==> config.mk <==
export PLATFORM = sky130hd
export DESIGN_NAME = rstint_top
export DESIGN_NICKNAME = d
export VERILOG_FILES = /design/src/include/rstint_pkg.sv /design/src/hdl/rstint_top.sv
export VERILOG_INCLUDE_DIRS = /design/src /design/src/include
export SDC_FILE = /design/constraint.sdc
export NUM_CORES = 1
export LEC_CHECK = 0
export BUFFER_PORTS_ARGS = -buffer_cell sky130_fd_sc_hd__buf_2
export CAP_MARGIN = 40
export CORE_ASPECT_RATIO = 0.6
export CORE_MARGIN = 2
export CORE_UTILIZATION = 49
export DETAILED_ROUTE_END_ITERATION = 16
export PLACE_DENSITY = 0.93
export SKIP_CTS_REPAIR_TIMING = 1
export SYNTH_ARGS = -nofsm -noshare
export SYNTH_HDL_FRONTEND = slang
export SYNTH_SLANG_ARGS = --single-unit
==> constraint.sdc <==
create_clock -name clk_i -period 4.55 [get_ports clk_i]
set_input_delay 0.6825 -clock clk_i [delete_from_list [all_inputs] [get_ports clk_i]]
set_output_delay 0.6825 -clock clk_i [all_outputs]
set_load 0.05 [all_outputs]
==> src/include/rstint_defines.svh <==
// Constants of the reset and interrupt sequencer
`ifndef RSTINT_DEFINES_SVH
`define RSTINT_DEFINES_SVH
`define RI_CNT_W 13
`define RI_ACTIVE_CYC 32
`define RI_ACTIVE_HOLD 32
`define RI_POR_CYC 4096
`define RI_POR_HOLD 64
`define RI_SHORT_REC 32
`define RI_LONG_REC 4096
`define RI_NSRC 16
`define RI_RSVD_SRC 6
`define RI_OFS_CAUSE 8'h00
`define RI_OFS_INTST 8'h04
`define RI_OFS_CTRL 8'h08
`define RI_OFS_CNT 8'h0C
`define RI_CTL_STOP 0
`define RI_CTL_SSR 1
`define RI_CTL_RST 1'h0
`define RI_VEC_SWI 5'h00
`endif

==> src/include/rstint_pkg.sv <==
// Types of the reset and interrupt sequencer
package rstint_pkg;
   typedef enum logic [2:0]
   {
      RS_RUN = 3'h0,
      RS_DRIVE = 3'h1,
      RS_HOLD = 3'h3,
      RS_STOP = 3'h2,
      RS_RECOVER = 3'h6
   } rstint_rst_st_t;
   typedef struct packed {
      logic low_voltage_detector;
      logic monitor_entry_reset;
      logic illegal_address_flag;
      logic illegal_opcode_flag;
      logic wdog;
      logic pin;
      logic por;
   } rstint_cause_t;
   typedef struct packed {
      logic take;
      logic push_regs;
      logic push_pc_dec;
      logic push_hix;
      logic set_mask;
      logic [4:0] vec;
   } rstint_stack_t;
   typedef struct packed {
      rstint_rst_st_t st;
      logic [12:0] cnt;
      logic long_seq;
      logic short_rec;
      logic stop_permit;
      rstint_cause_t cause;
      logic [1:0] lvi_s;
      logic [1:0] pin_s;
      logic wd_tick;
      logic lat_v;
      logic ibit_d;
      rstint_stack_t stk;
      logic ack;
      logic [31:0] dat;
   } rstint_state_t;
endpackage : rstint_pkg

==> src/hdl/rstint_top.sv <==
// Reset sequencing, stabilization counter and interrupt arbitration
`timescale 1ns/1ps
`include "rstint_defines.svh"

module rstint_top
(
   input wire logic clk_i,
   input wire logic rst_i,
   input wire logic cyc_i,
   input wire logic stb_i,
   input wire logic we_i,
   input wire logic [31:0] adr_i,
   input wire logic [3:0] sel_i,
   input wire logic [31:0] dat_i,
   output logic [31:0] dat_o,
   output logic ack_o,
   input wire logic rst_pin_n_i,
   output logic rst_pin_o,
   output logic rst_pin_oe_n_o,
   input wire logic low_voltage_detector_i,
   input wire logic illegal_opcode_i,
   input wire logic stop_exec_i,
   input wire logic unmapped_addr_i,
   input wire logic opcode_fetch_i,
   input wire logic monitor_entry_reset_i,
   input wire logic watchdog_timeout_i,
   input wire logic wake_i,
   input wire logic monitor_mode_i,
   input wire logic break_state_i,
   input wire logic rst_pin_vtst_i,
   input wire logic irq_pin_vtst_i,
   output logic watchdog_disable_o,
   output logic watchdog_tick_o,
   output logic cpu_reset_o,
   output logic bus_clk_en_o,
   input wire logic [15:0] int_req_i,
   input wire logic [15:0] int_en_i,
   input wire logic ibit_i,
   input wire logic instr_done_i,
   input wire logic software_interrupt_instruction_i,
   input wire logic int_serviced_i,
   output rstint_pkg::rstint_stack_t stack_o
);

   rstint_pkg::rstint_state_t s_reg;
   rstint_pkg::rstint_state_t s_next;
   logic [15:0] req_live;
   logic [15:0] req_ok;
   logic illegal_opcode_flag_ev;
   logic illegal_address_flag_ev;
   logic lvi_ev;
   logic int_ev;
   logic rd_hit;
   logic wr_hit;
   logic [7:0] ofs;
   logic ext_rst;

   // Highest priority is the lowest flag number
   function automatic logic [4:0] rstint_pick(input logic [15:0] r);
      logic [4:0] c;
      c = 5'h00;
      for (int i = `RI_NSRC - 1; i >= 0; i--)
      begin
         if (r[i])
         begin
            c = 5'(i + 1);
         end
      end
      return c;
   endfunction : rstint_pick

   // Pure gating, so a noise glitch cannot latch the watchdog off
   assign watchdog_disable_o = (monitor_mode_i &
      (rst_pin_vtst_i | irq_pin_vtst_i)) |
      (break_state_i & rst_pin_vtst_i);

   always_comb
   begin
      req_live = int_req_i;
      req_live[`RI_RSVD_SRC] = 1'b0;
      req_ok = req_live & int_en_i;
      illegal_opcode_flag_ev = illegal_opcode_i |
         (stop_exec_i & ~s_reg.stop_permit);
      illegal_address_flag_ev = unmapped_addr_i & opcode_fetch_i;
      lvi_ev = s_reg.lvi_s[1];
      int_ev = illegal_opcode_flag_ev | illegal_address_flag_ev | lvi_ev | monitor_entry_reset_i |
         watchdog_timeout_i;
      ofs = adr_i[7:0];
      rd_hit = cyc_i & stb_i & ~we_i & ~s_reg.ack;
      // Write lands at the edge where the master sees ack
      wr_hit = cyc_i & stb_i & we_i & s_reg.ack;
      // Own drive of the pin must not look like an external reset
      ext_rst = ~s_reg.pin_s[1] & (s_reg.st == rstint_pkg::RS_RUN);
   end

   always_comb
   begin
      s_next = s_reg;
      s_next.lvi_s = {s_reg.lvi_s[0], low_voltage_detector_i};
      s_next.pin_s = {s_reg.pin_s[0], rst_pin_n_i};
      s_next.ibit_d = ibit_i;
      s_next.stk.take = 1'b0;
      s_next.stk.push_regs = 1'b0;
      s_next.stk.set_mask = 1'b0;
      s_next.stk.push_hix = 1'b0;
      s_next.wd_tick = 1'b0;
      s_next.ack = cyc_i & stb_i & ~s_reg.ack;
      s_next.dat = 32'h0000_0000;
      if (rd_hit && ofs == `RI_OFS_CAUSE)
      begin
         s_next.cause = '0;
      end

      // Single clock, so the count steps on the rising edge
      // Counter: runs in every state but stop, untouched by external reset
      if (s_reg.st != rstint_pkg::RS_STOP)
      begin
         s_next.cnt = s_reg.cnt + 13'h0001;
         if (&s_reg.cnt)
         begin
            s_next.wd_tick = 1'b1;
         end
      end

      unique case (s_reg.st)
         rstint_pkg::RS_RUN:
         begin
            if (stop_exec_i && s_reg.stop_permit)
            begin
               s_next.st = rstint_pkg::RS_STOP;
               s_next.cnt = '0;
            end
         end
         rstint_pkg::RS_DRIVE:
         begin
            if ((s_reg.long_seq &&
               s_reg.cnt == 13'(`RI_POR_CYC - 1)) ||
               (!s_reg.long_seq &&
               s_reg.cnt == 13'(`RI_ACTIVE_CYC - 1)))
            begin
               s_next.st = rstint_pkg::RS_HOLD;
            end
         end
         rstint_pkg::RS_HOLD:
         begin
            if ((s_reg.long_seq &&
               s_reg.cnt == 13'(`RI_POR_CYC + `RI_POR_HOLD - 1)) ||
               (!s_reg.long_seq &&
               s_reg.cnt == 13'(`RI_ACTIVE_CYC + `RI_ACTIVE_HOLD - 1)))
            begin
               s_next.st = rstint_pkg::RS_RUN;
            end
         end
         rstint_pkg::RS_STOP:
         begin
            if (wake_i)
            begin
               s_next.st = rstint_pkg::RS_RECOVER;
               s_next.short_rec = s_reg.stop_permit &
                  s_reg.short_rec;
               s_next.cnt = '0;
            end
         end
         rstint_pkg::RS_RECOVER:
         begin
            if ((s_reg.short_rec &&
               s_reg.cnt == 13'(`RI_SHORT_REC - 1)) ||
               (!s_reg.short_rec &&
               s_reg.cnt == 13'(`RI_LONG_REC - 1)))
            begin
               s_next.st = rstint_pkg::RS_RUN;
            end
         end
      endcase

      // Internal reset restarts the sequence, except mid-sequence
      if (int_ev && s_reg.st != rstint_pkg::RS_DRIVE &&
         s_reg.st != rstint_pkg::RS_HOLD)
      begin
         s_next.st = rstint_pkg::RS_DRIVE;
         s_next.cnt = '0;
         s_next.long_seq = lvi_ev;
         s_next.lat_v = 1'b0;
         s_next.stop_permit = `RI_CTL_RST;
         s_next.short_rec = `RI_CTL_RST;
      end

      // Cause bits: a set in the clearing read cycle wins
      if (illegal_opcode_flag_ev)
      begin
         s_next.cause.illegal_opcode_flag = 1'b1;
      end
      if (illegal_address_flag_ev)
      begin
         s_next.cause.illegal_address_flag = 1'b1;
      end
      if (lvi_ev)
      begin
         s_next.cause.low_voltage_detector = 1'b1;
      end
      if (monitor_entry_reset_i)
      begin
         s_next.cause.monitor_entry_reset = 1'b1;
      end
      if (watchdog_timeout_i)
      begin
         s_next.cause.wdog = 1'b1;
      end
      if (ext_rst)
      begin
         s_next.cause.pin = 1'b1;
      end

      // Interrupt latch and arbitration
      if (s_reg.lat_v && (int_serviced_i ||
         (s_reg.ibit_d && !ibit_i && s_reg.stk.vec != `RI_VEC_SWI)))
      begin
         s_next.lat_v = 1'b0;
      end
      else if (!s_reg.lat_v && instr_done_i &&
         s_reg.st == rstint_pkg::RS_RUN && !int_ev && !ext_rst)
      begin
         if (software_interrupt_instruction_i)
         begin
            s_next.lat_v = 1'b1;
            s_next.stk.take = 1'b1;
            s_next.stk.vec = `RI_VEC_SWI;
            s_next.stk.push_pc_dec = 1'b0;
            s_next.stk.push_regs = 1'b1;
            s_next.stk.set_mask = 1'b1;
         end
         else if (!ibit_i && |req_ok)
         begin
            s_next.lat_v = 1'b1;
            s_next.stk.take = 1'b1;
            s_next.stk.vec = rstint_pick(req_ok);
            s_next.stk.push_pc_dec = 1'b1;
            s_next.stk.push_regs = 1'b1;
            s_next.stk.set_mask = 1'b1;
         end
      end

      // Register bus
      if (wr_hit && ofs == `RI_OFS_CTRL && sel_i[0])
      begin
         s_next.stop_permit = dat_i[`RI_CTL_STOP];
         s_next.short_rec = dat_i[`RI_CTL_SSR];
      end
      if (rd_hit)
      begin
         unique case (ofs)
            `RI_OFS_CAUSE: s_next.dat = 32'(s_reg.cause);
            `RI_OFS_INTST: s_next.dat = 32'(req_live);
            `RI_OFS_CTRL: s_next.dat = 32'({s_reg.short_rec,
               s_reg.stop_permit});
            `RI_OFS_CNT: s_next.dat = 32'(s_reg.cnt);
            default: s_next.dat = 32'h0000_0000;
         endcase
      end
   end

   always_ff @(posedge clk_i)
   begin
      if (rst_i)
      begin
         // Power-on: long sequence with only the power cause set
         s_reg <= '0;
         s_reg.st <= rstint_pkg::RS_DRIVE;
         s_reg.long_seq <= 1'b1;
         s_reg.cause.por <= 1'b1;
         s_reg.lvi_s <= 2'h0;
         s_reg.pin_s <= 2'h3;
      end
      else
      begin
         s_reg <= s_next;
      end
   end

   assign dat_o = s_reg.dat;
   assign ack_o = s_reg.ack;
   assign rst_pin_o = 1'b0;
   assign rst_pin_oe_n_o = (s_reg.st != rstint_pkg::RS_DRIVE);
   assign cpu_reset_o = (s_reg.st == rstint_pkg::RS_DRIVE) ||
      (s_reg.st == rstint_pkg::RS_HOLD) || ext_rst;
   assign bus_clk_en_o = (s_reg.st == rstint_pkg::RS_RUN);
   assign watchdog_tick_o = s_reg.wd_tick;
   assign stack_o = s_reg.stk;
endmodule : rstint_top

==> results by group <==
Outcome
  • Status: finished clean

Die
  • Area of the die: 7240 sq um
  • Die height: 66.7 um
  • Placement row count: 22
  • Initial core utilization: 51.6%
  • Die Width: 109 um
  • Io pins: 171
  • Core ar.: 6220 sq um

Clocking
  • Clk Latency, worst-skew pair: 360 ps
  • Clk slew on worst S/H paths: 60 ps
  • Root Driver: clkbuf_8
  • CTS Sinks: 57
  • Buffer depth of the longest clock path: 2
  • CTS tree: built
  • CTS buffer count: 9
  • CTS H-tree lvls: 3

Synth
  • Synth cell types: 70
  • Most frequent cells after synthesis: dfxtp_1, buf_4, nand2_1
  • Synth Area per Inst: 8.47 sq um
  • Synth Instances: 379
  • Synth warn: 0
  • Async set-reset flop share out of synthesis: 0%
  • Number of synthesized register bits: 57
  • Primary FF master, synth: dfxtp_1
  • Synthesized area: 3210 sq um
  • Seq/Total Area, Yosys: 35.5%
  • Biggest area consumer among synthesized cells: dfxtp_1
  • EDFF count, synth: 0
  • Most frequent cell after synthesis: dfxtp_1
  • Top-area cell type share of the netlist area: 35.5%
  • Top cells by area, synth: dfxtp_1, buf_4, nand2_1, nor2_1, a21oi_1

Pwr
  • LEAKAGE: 1.60 nW
  • Power Density: 320 nW/um^2
  • Power Total: 1.16 mW
  • Max VDD drop: 0.000197 V

Setup path
  • Max incr delay on CP: 740 ps
  • FF-to-FF End: stack_o[2]
  • FF-to-FF path depth: 6
  • Reg2reg start: s_reg[73]
  • Critical path type: input pin to register
  • CP bufs+invs: 1
  • Worst Path Max Fanout: 18
  • Worst EP required: 4760 ps
  • Crit path cell chain: buf_2 -> nand2_1 -> nor4_1 -> nor4b_1 -> or3b_2 -> a21oi_1
  • Delay-heaviest family, CP: simple AND/OR/NAND/NOR gates
  • CP endpoint kind: register
  • Kind of start point of the critical path: input pin
  • Critical-path top delay cell: nor4b_1
  • Critical Path AT: 2580 ps
  • R2r setup slk: 2470 ps

Timing
  • FMAX: 422 MHz
  • Rel. slew slack: 34.2%
  • Final Worst Setup Slack: 2180 ps
  • Fin crit period: 2370 ps
  • Unrepaired setup endpoints after global routing: no
  • Worst Max-Slew Pin Slew: 979 ps
  • Setup Skew: 13.5 ps
  • Final TNS setup: 0 ps
  • Max-slew violations: 0
  • Final worst path period share: 52.1%
  • Fin. Hold Viols: 0
  • Endpoints failing setup: 0

Layout
  • Max reg flops: 29
  • Post-route cell area: 3630 sq um
  • Fill cell count: 537
  • Syn-to-layout area delta: 13.2%
  • Share of layout cells above drive strength 1: 29.7%
  • Diodes inserted: 0
  • Final Non-Filler Cells: 528
  • NumNets Final: 562

Global route
  • Antenna violations before repair: 0
  • Total gr overflow: 0
  • Largest net degree at the start of global routing: 23
  • Vias in the first global route: 2786
  • GRT Util Overall: 25.0%
  • First-pass GRT wire length: 13600 um

Hold path
  • Hold Path Depth: 1
  • HP Start: s_next[47]
  • Tightest Hold Check Type: register to register
  • Hold EP: s_reg[47]

Flow run
  • Maxcap violations: 0

Drt
  • WL final: 8930 um
  • Detailed router's first-iteration violation count: 386
  • Drt first pass iters: 7
  • Routed length per placed instance: 16.9 um
  • Via count: 3118
  • # DRC: 0
  • Final ANT Viol Nets: 0
  • Vias/cell: 5.91

Place
  • Place WS: 1940 ps
  • Post-detailed-placement cell area: 3420 sq um
  • Routability cong.: 0.886
  • Dpl cells: 512
  • Port bufs: 93
  • HPWL after DPL: 6460 um
[layout by cell type (no fill, tap or decap), types with 4 or more instances in the layout]
| master | n |
|---|---|
| clkbuf_8 | 12 |
| a311oi_1 | 5 |
| mux2_2 | 4 |
| nand2_1 | 43 |
| nor3_1 | 10 |
| a31oi_1 | 7 |
| or4_1 | 4 |
| mux2i_1 | 6 |
| dfxtp_1 | 57 |
| o21ai_0 | 8 |
| nand3b_1 | 4 |
| a22o_1 | 6 |
| nor2b_1 | 5 |
| nor2_1 | 37 |
| a22oi_1 | 11 |
| conb_1 | 18 |
| buf_2 | 93 |
| and3_1 | 5 |
| a32o_1 | 4 |
| nor3b_1 | 4 |
| inv_1 | 8 |
| nand3_1 | 13 |
| a21oi_1 | 20 |
[final cells by class]
type / count / area, sq um / share of cell area (%)
Clock buffer: 12 / 165 / 4.54
Tap cell: 84 / 105 / 2.89
Clock inverter: 4 / 50.0 / 1.38
Sequential cell: 57 / 1140 / 31.4
Inverter: 9 / 35.0 / 0.964
Timing Repair Buffer: 93 / 465 / 12.8
Multi-Input combinational cell: 269 / 1670 / 46.0
[logic make-up after synthesis]
group | Yosys count | synth area share [%]
fa+ha+maj | 1 | 0.389
simple gates | 155 | 26.5
buf+inv | 70 | 14.4
other cells | 1 | 0.117
compound gates | 82 | 18.2
flops | 57 | 35.5
xor+xnor | 1 | 0.273
mux | 12 | 4.67
[power breakdown]
group          leakage, nW  internal [mW]  switching [mW]
registers            0.462          0.507         0.00681
logic                 1.03         0.0466          0.0931
clock network        0.105          0.296           0.213
total                 1.60          0.850           0.313
[how the worst max path moves through the flow]
stage | from | end | slack [ps] | depth (start not counted)
after floorplan | adr_i[1] | s_reg[51] | 2470 | 5
after global placement | adr_i[3] | s_reg[58] | 2010 | 6
after detailed placement | adr_i[3] | s_reg[58] | 1940 | 6
after CTS | s_reg[73] | rst_pin_oe_n_o | 2210 | 2
after global routing | s_reg[73] | rst_pin_oe_n_o | 2140 | 2
final | adr_i[3] | s_reg[58] | 2180 | 6
[per-layer routing]
| layer | vias to the layer above | routed length (um) | track usage [%] |
|---|---|---|---|
| met1 | 1442 | 3740 | 31.7 |
| li1 | 1434 | - | - |
| met2 | 201 | 3920 | 37.8 |
| met4 | 0 | 319 | 14.3 |
| met3 | 41 | 948 | 7.53 |
| met5 | - | 0 | 0 |
[through the flow]
| step | util [%] | hold slack [ps] |
|---|---|---|
| finish | 58.4 | 409 |
| global route | 58.4 | 432 |
| CTS | 58.4 | 411 |
| detailed placement | 55.0 | 397 |
| global placement | 55.0 | 391 |
| floorplan | - | 389 |
(Power assumes the default switching activity.)
